--- config.mk ---
export PLATFORM = sky130hd
export DESIGN_NAME = sysctl_irq_top
export DESIGN_NICKNAME = d
export VERILOG_FILES = /design/src/design/osc_monitor.v /design/src/design/port_aperture.v /design/src/design/sysctl_irq_top.v
export VERILOG_INCLUDE_DIRS = /design/src /design/src/pkg
export SDC_FILE = /design/constraint.sdc
export NUM_CORES = 1
export LEC_CHECK = 0
export BUFFER_PORTS_ARGS = -buffer_cell sky130_fd_sc_hd__buf_2
export CAP_MARGIN = 10
export CORE_MARGIN = 2
export CORE_UTILIZATION = 34
export DETAILED_ROUTE_END_ITERATION = 8
export GPL_TIMING_DRIVEN = 0
export SYNTH_ARGS = -nofsm -noshare
export SYNTH_HDL_FRONTEND = slang
export SYNTH_SLANG_ARGS = --single-unit
--- constraint.sdc ---
create_clock -name mclk_i -period 2.1 [get_ports mclk_i]
set_clock_uncertainty 0.1 [all_clocks]
set_input_delay 0.42 -clock mclk_i [delete_from_list [all_inputs] [get_ports mclk_i]]
set_output_delay 0.42 -clock mclk_i [all_outputs]
set_load 0.05 [all_outputs]
--- src/pkg/sysctl_irq_defines.vh ---
// constants for the system-control event and oscillator monitor block
// Functional notes
// - seven event sources, each with its own status bit
// - clear mask deasserts selected sources, others keep their state
// - sources stay set until cleared, holding the interrupt pending
// - only enabled sources reach the processor interrupt line
// - enable mask sets enable bits of named sources
// - disable mask clears enable bits, raw state untouched
// - raw and masked status both readable
// - all enabled sources combine into one interrupt request
// - validate setting runs a main oscillator loss detector
// - on osc failure raise interrupt if chosen, else reset processor
// - no-crystal setting ignores osc pins and powers circuit down
// - high-speed select set routes port access to the fast aperture
// - select cleared serves port only through the slow aperture
// - each port has its own fast aperture base used when selected
// - nine selectable ports, A to H and J
// - fast-only ports become inaccessible when select cleared
// - lock source asserts when multiplier reaches lock
`ifndef SYSCTL_IRQ_DEFINES_VH
`define SYSCTL_IRQ_DEFINES_VH
// register offsets (word addresses on the byte-address bus)
`define OFS_RAW_STATUS 8'h00
`define OFS_MASKED_STATUS 8'h04
`define OFS_IRQ_CLEAR 8'h08
`define OFS_IRQ_ENABLE_SET 8'h0C
`define OFS_IRQ_ENABLE_CLR 8'h10
`define OFS_IRQ_ENABLE 8'h14
`define OFS_OSC_CONFIG 8'h18
`define OFS_PORT_SELECT 8'h1C
`define OFS_OSC_STATUS 8'h20
// source bit positions
`define BIT_MULT_LOCK 0
`define BIT_CUR_LIMIT 1
`define BIT_INT_OSC_FAIL 2
`define BIT_MAIN_OSC_FAIL 3
`define BIT_INT_DROOP 4
`define BIT_EXT_DROOP 5
`define BIT_MULT_FAIL 6
`define NUM_SRC 7
// oscillator configuration bits
`define BIT_VALIDATE 0
`define BIT_FAIL_TO_IRQ 1
`define BIT_NO_CRYSTAL 2
// port select count and reset values
`define NUM_PORTS 9
`define RST_ENABLE 7'h00
`define RST_OSC_CFG 3'h0
`define RST_PORT_SEL 9'h000
// oscillator monitor timing: loss if no edge within this time
`define OSC_TIMEOUT_NS 1000
`define CLK_PERIOD_NS 40
`define OSC_TIMEOUT_CYC (`OSC_TIMEOUT_NS / `CLK_PERIOD_NS)
// reset pulse length toward the processor
`define CPU_RST_CYC 5'h10
`endif

--- src/design/osc_monitor.v ---
// main oscillator loss detector with synchronised sample pin
`timescale 1ns/1ps
`include "sysctl_irq_defines.vh"
module osc_monitor #(
   parameter TIMEOUT = `OSC_TIMEOUT_CYC
) (
   // clock and reset
   input wire mclk_i,
   input wire nrst_i,
   // control
   input wire enable_i,
   // oscillator sample from pin
   input wire osc_clk_i,
   // loss pulse
   output reg fail_o
);
   reg s1_q;
   reg s2_q;
   reg s3_q;
   reg lvl_q;
   reg [15:0] cnt_q;
   reg armed_q;
   wire edge_seen;

   assign edge_seen = (s2_q == s3_q) && (s3_q != lvl_q);

   // three-stage synchroniser; change counts when stage 2 and 3 agree
   always @(posedge mclk_i) begin
      if (!nrst_i) begin
         s1_q <= 1'b0;
         s2_q <= 1'b0;
         s3_q <= 1'b0;
         lvl_q <= 1'b0;
      end else begin
         s1_q <= osc_clk_i;
         s2_q <= s1_q;
         s3_q <= s2_q;
         if (s2_q == s3_q) begin
            lvl_q <= s3_q;
         end
      end
   end

   // watchdog on oscillator edges while validation is on
   always @(posedge mclk_i) begin
      if (!nrst_i || !enable_i) begin
         cnt_q <= 16'h0000;
         armed_q <= 1'b1;
         fail_o <= 1'b0;
      end else begin
         fail_o <= 1'b0;
         if (edge_seen) begin
            cnt_q <= 16'h0000;
            armed_q <= 1'b1;
         end else if (cnt_q >= TIMEOUT[15:0] - 16'h0001) begin
            fail_o <= armed_q;
            armed_q <= 1'b0;
         end else begin
            cnt_q <= cnt_q + 16'h0001;
         end
      end
   end
endmodule

--- src/design/port_aperture.v ---
// gpio port aperture steering between slow and fast buses
`timescale 1ns/1ps
`include "sysctl_irq_defines.vh"
module port_aperture #(
   parameter NPORT = `NUM_PORTS,
   parameter [NPORT-1:0] FAST_ONLY = 9'h000
) (
   // per-port select
   input wire [NPORT-1:0] sel_i,
   // per-port aperture enables
   output wire [NPORT-1:0] slow_en_o,
   output wire [NPORT-1:0] fast_en_o
);
   genvar g;
   generate
      for (g = 0; g < NPORT; g = g + 1) begin : g_port
         // fast when selected, slow otherwise unless port is fast-only
         assign fast_en_o[g] = sel_i[g];
         assign slow_en_o[g] = ~sel_i[g] & ~FAST_ONLY[g];
      end
   endgenerate
endmodule

--- src/design/sysctl_irq_top.v ---
// system-control event sources, interrupt mask and oscillator monitor
//
// The register offsets and the plain strobed port are this design's own decisions.
`timescale 1ns/1ps
`include "sysctl_irq_defines.vh"
module sysctl_irq_top #(
   parameter OSC_TIMEOUT = `OSC_TIMEOUT_CYC,
   parameter [`NUM_PORTS-1:0] FAST_ONLY = 9'h000
) (
   // clock and reset
   input wire mclk_i,
   input wire nrst_i,
   // register port
   input wire [7:0] addr_i,
   input wire [31:0] wdata_i,
   input wire wr_i,
   input wire rd_i,
   output reg [31:0] rdata_o,
   // event inputs from same-clock logic
   input wire mult_locked_i,
   input wire regulator_current_limit_i,
   input wire internal_osc_fail_i,
   input wire internal_supply_droop_i,
   input wire external_supply_droop_i,
   input wire mult_fail_i,
   // main oscillator sample (pin)
   input wire main_oscillator_i,
   // interrupt and reset toward processor
   output wire sysctl_irq_o,
   output reg cpu_reset_o,
   // oscillator power control
   output wire main_osc_power_down_o,
   // gpio aperture enables
   output wire [`NUM_PORTS-1:0] slow_aperture_en_o,
   output wire [`NUM_PORTS-1:0] fast_aperture_en_o
);
   reg [`NUM_SRC-1:0] raw_q;
   reg [`NUM_SRC-1:0] en_q;
   reg [2:0] osc_cfg_q;
   reg [`NUM_PORTS-1:0] port_sel_q;
   reg lock_prev_q;
   reg osc_failed_q;
   reg [4:0] rst_cnt_q;
   reg [`NUM_SRC-1:0] set_d;
   reg [`NUM_SRC-1:0] clr_d;
   wire osc_fail;
   wire validate;
   wire no_crystal;
   wire [`NUM_SRC-1:0] masked;

   // address compare, used by every register access
   function hit;
      input [7:0] a;
      input [7:0] ofs;
      begin
         hit = (a == ofs);
      end
   endfunction

   assign validate = osc_cfg_q[`BIT_VALIDATE];
   assign no_crystal = osc_cfg_q[`BIT_NO_CRYSTAL];
   assign main_osc_power_down_o = no_crystal;

   // loss detector runs only when validating with a crystal present
   osc_monitor #(
      .TIMEOUT(OSC_TIMEOUT)
   ) u_osc_monitor (
      .mclk_i(mclk_i),
      .nrst_i(nrst_i),
      .enable_i(validate & ~no_crystal),
      .osc_clk_i(main_oscillator_i),
      .fail_o(osc_fail)
   );

   // per-port bus aperture steering
   port_aperture #(
      .NPORT(`NUM_PORTS),
      .FAST_ONLY(FAST_ONLY)
   ) u_port_aperture (
      .sel_i(port_sel_q),
      .slow_en_o(slow_aperture_en_o),
      .fast_en_o(fast_aperture_en_o)
   );

   // event set terms from sources, rising lock and oscillator failure
   always @* begin
      set_d = {`NUM_SRC{1'b0}};
      set_d[`BIT_MULT_LOCK] = mult_locked_i & ~lock_prev_q;
      set_d[`BIT_CUR_LIMIT] = regulator_current_limit_i;
      set_d[`BIT_INT_OSC_FAIL] = internal_osc_fail_i;
      set_d[`BIT_MAIN_OSC_FAIL] = osc_fail & osc_cfg_q[`BIT_FAIL_TO_IRQ];
      set_d[`BIT_INT_DROOP] = internal_supply_droop_i;
      set_d[`BIT_EXT_DROOP] = external_supply_droop_i;
      set_d[`BIT_MULT_FAIL] = mult_fail_i;
   end

   // write-one-to-clear mask from software
   always @* begin
      clr_d = {`NUM_SRC{1'b0}};
      if (wr_i && hit(addr_i, `OFS_IRQ_CLEAR)) begin
         clr_d = wdata_i[`NUM_SRC-1:0];
      end
   end

   // sticky raw status; a set in the clear cycle wins
   always @(posedge mclk_i) begin
      if (!nrst_i) begin
         raw_q <= {`NUM_SRC{1'b0}};
         lock_prev_q <= 1'b0;
      end else begin
         raw_q <= (raw_q & ~clr_d) | set_d;
         lock_prev_q <= mult_locked_i;
      end
   end

   // enable mask, configuration and port selects
   always @(posedge mclk_i) begin
      if (!nrst_i) begin
         en_q <= `RST_ENABLE;
         osc_cfg_q <= `RST_OSC_CFG;
         port_sel_q <= `RST_PORT_SEL;
      end else if (wr_i) begin
         if (hit(addr_i, `OFS_IRQ_ENABLE_SET)) begin
            en_q <= en_q | wdata_i[`NUM_SRC-1:0];
         end else if (hit(addr_i, `OFS_IRQ_ENABLE_CLR)) begin
            en_q <= en_q & ~wdata_i[`NUM_SRC-1:0];
         end else if (hit(addr_i, `OFS_IRQ_ENABLE)) begin
            en_q <= wdata_i[`NUM_SRC-1:0];
         end else if (hit(addr_i, `OFS_OSC_CONFIG)) begin
            osc_cfg_q <= wdata_i[2:0];
         end else if (hit(addr_i, `OFS_PORT_SELECT)) begin
            port_sel_q <= wdata_i[`NUM_PORTS-1:0];
         end
      end
   end

   // masked view and single combined request
   assign masked = raw_q & en_q;
   assign sysctl_irq_o = |masked;

   // oscillator failure without interrupt choice resets the processor
   always @(posedge mclk_i) begin
      if (!nrst_i) begin
         rst_cnt_q <= 5'h00;
         cpu_reset_o <= 1'b0;
         osc_failed_q <= 1'b0;
      end else begin
         if (osc_fail) begin
            osc_failed_q <= 1'b1;
         end
         if (osc_fail && !osc_cfg_q[`BIT_FAIL_TO_IRQ]) begin
            rst_cnt_q <= `CPU_RST_CYC;
            cpu_reset_o <= 1'b1;
         end else if (rst_cnt_q != 5'h00) begin
            rst_cnt_q <= rst_cnt_q - 5'h01;
            cpu_reset_o <= (rst_cnt_q != 5'h01);
         end else begin
            cpu_reset_o <= 1'b0;
         end
      end
   end

   // read data, one cycle after the read strobe; unmapped reads zero
   always @(posedge mclk_i) begin
      if (!nrst_i) begin
         rdata_o <= 32'h00000000;
      end else if (rd_i) begin
         if (hit(addr_i, `OFS_RAW_STATUS)) begin
            rdata_o <= {25'h0, raw_q};
         end else if (hit(addr_i, `OFS_MASKED_STATUS)) begin
            rdata_o <= {25'h0, masked};
         end else if (hit(addr_i, `OFS_IRQ_ENABLE)) begin
            rdata_o <= {25'h0, en_q};
         end else if (hit(addr_i, `OFS_OSC_CONFIG)) begin
            rdata_o <= {29'h0, osc_cfg_q};
         end else if (hit(addr_i, `OFS_PORT_SELECT)) begin
            rdata_o <= {23'h0, port_sel_q};
         end else if (hit(addr_i, `OFS_OSC_STATUS)) begin
            rdata_o <= {31'h0, osc_failed_q};
         end else begin
            rdata_o <= 32'h00000000;
         end
      end else begin
         rdata_o <= 32'h00000000;
      end
   end
endmodule

==> metrics.yaml <==
insertedDiodeCount: 0
gp_congestion: 0.837
synth_top_area_share_pct: 42.6
hp-class: "in -> reg"
worst_setup_path_end_kind: "flop"
timing.rr.start: "osc_cfg_q[2]$_SDFFE_PN0P_"
multi_input_area_um2: 1530
drtPass1Iterations: 5
startpoint_type: "input pin"
synth_area_per_cell_um2: 9.52
via_count: 2480
synth_mux_area_share_pct: 6.34
critPathRequiredTime_ns: 2.25
synth_cell_type_count: 49
postSynthCellCount: 321
io_pins: 104
antenna_found_initial: 0
ctsResizeCount: 0
synth_top_family_by_area: "simple AND/OR/NAND/NOR gates"
synth_common_cells: "dfxtp_1, and2_1, buf_4"
htreeDepth: 3
synth_area_um2: 3060
hpwl_mm: 5.04
ant_nets: 0
clkTransAtPathRegs_ns: 0.08
cts-buffers-inserted: 9
final_cells: 522
cts_hold_buf: 0
portBuffers: 55
seqCellArea_um2: 1300
leakagePower_nw: 1.65
synth_compound_area_share_pct: 14.0
finalCritPeriodShare_pct: 93.0
area_growth_pct: 25.1
final-max-slew-violation-count: 0
ys_async_sr_fraction_pct: 0
hold_path.startpoint: "internal_supply_droop_i"
synth_xor_area_share_pct: 1.15
tns_ns: 0
first_iter_violations: 145
grt_pass1_wl_mm: 11.2
grt_pass1_vias: 2305
nNetsFinal: 464
rows: 34
routedWlPerCell_um: 13.3
power_density_nw_per_um2: 854
worst-path-max-fanout: 8
die_x_um: 98.8
worstSkewPairLatency_ns: 0.34
crit_start: "addr_i[1]"
overflow: 0
dpl.cell_count: 506
synthAdderAreaFrac_pct: 1.64
ctsRootBufferMaster: "clkbuf_8"
rsz0062_at_grt: "false"
cts.sinks: 65
grt_usage_pct: 14.4
nFillCells: 860
grt_max_degree: 13
yosysMostFrequentCell: "dfxtp_1"
max_freq_mhz: 512
final_layout_size_suffix_gt1_share_pct: 26.6
synth_edf_count: 0
critical_path_class: "in -> reg"
synth_largest_area_cell: "dfxtp_1"
holdWs_ns: 0.185
status: "complete, no violations"
post_cts.repair.setup_buffers: 0
final_util_pct: 43.9
synthSimpleGateAreaFrac_pct: 23.9
finalInstanceArea_um2: 3820
setup_viol: 0
arrival_ns: 2.10
synth_area_leaders: "dfxtp_1, buf_4, and2_1"
dieHeight_um: 98.8
vdd_drop_max_mv: 0.271
finalHoldViolCount: 0
wl_mm: 6.95
ys_warn_count: 0
drc_errors: 0
cts_tree: "built"
fin_crit_ns: 1.95
core_area_um2: 8720
max_cap_violations: 0
ys.flop_type: "dfxtp_1"
ys_ff_latch: 65
clockBufferDepth: 2
worst_pin_slew_ns: 0.676
start_util_pct: 35.1
die-area_um2: 9760
relSlewSlack_pct: 54.9
yosysSeqAreaShare_pct: 42.6
vias_per_cell: 4.75
postPlaceCellArea_um2: 3550
==> per-stage QoR <==
stage,total power (W),setup slack (ns)
floorplan,0.00174,0.131
global placement,0.00183,-0.217
detailed placement,0.00184,-0.232
CTS,0.00330,0.133
global route,0.00340,0.0333
finish,0.00327,0.147
==> critical path, stage by stage <==
cell      delay [ns]
buf_2           0.10
or4_4           0.53
buf_6           0.17
nor4_4          0.48
a21boi_0        0.19
o21a_1          0.21
==> cell type report <==
type | instances | area share, %
clock inverters | 6 | 3.60
clock buffers | 10 | 3.60
flip-flops and latches | 65 | 34.0
repair buffers | 55 | 7.20
multi-input cells | 224 | 39.9
plain buffers | 36 | 6.41
inverters | 18 | 1.77
well taps | 108 | 3.53
==> cells by family after synthesis <==
logic type,count (synthesis)
AOI/OAI and AO/OA,61
buffers and inverters,54
xor gates and xnor gates,4
muxes,19
and+or+nand+nor,113
adders and majority gates,4
other,1
DFF,65
==> cells in the final DEF (no fill, tap or decap), types with 8 or more instances in the layout <==
cell type  Yosys  routed
buf_2          1      56
conb_1         1      23
clkbuf_8       0      10
and2_1        26      26
nor3b_1        9       9
mux2i_1       16      16
o21ai_0        8       8
nor2b_1       13      13
a21boi_0       9       9
nand2_1       15      15
o21a_1         8       8
buf_4         23      23
clkbuf_1       9       9
nor2_1        11      11
inv_1         18      18
dfxtp_1       65      65
==> registers in the layout, summed over array words and instances, names as in the netlist <==
name,cells
u_osc_monitor.cnt_q,16
port_sel_q,9
rdata_o,9
en_q,7
raw_q,7
rst_cnt_q,5
osc_cfg_q,3
cpu_reset_o,1
lock_prev_q,1
osc_failed_q,1
u_osc_monitor.armed_q,1
u_osc_monitor.fail_o,1
u_osc_monitor.lvl_q,1
u_osc_monitor.s1_q,1
u_osc_monitor.s2_q,1
u_osc_monitor.s3_q,1
==> where the power goes <==
group	total, W	switching, W	internal (W)
clock network	0.00145	0.000507	0.000948
logic	0.000490	0.000313	0.000177
registers	0.00132	0.0000388	0.00128
total	0.00327	0.000859	0.00241
==> per-layer routing <==
metal	track usage, %	wire length (µm)
met1	18.4	3200
met2	23.2	3210
met4	6.64	90
met3	3.26	451
met5	0	0
==> final timing paths <==
kind	end	slack, ns	depth (start not counted)
setup / recovery	raw_q[0]$_SDFF_PN0_	0.15	6
hold reg to reg	u_osc_monitor.s2_q$_SDFF_PN0_	0.35	1
setup reg to reg	u_osc_monitor.armed_q$_SDFFE_PP1P_	0.34	4
hold / removal	raw_q[4]$_SDFF_PN0_	0.18	2
Power figures use the tool's default switching activity.
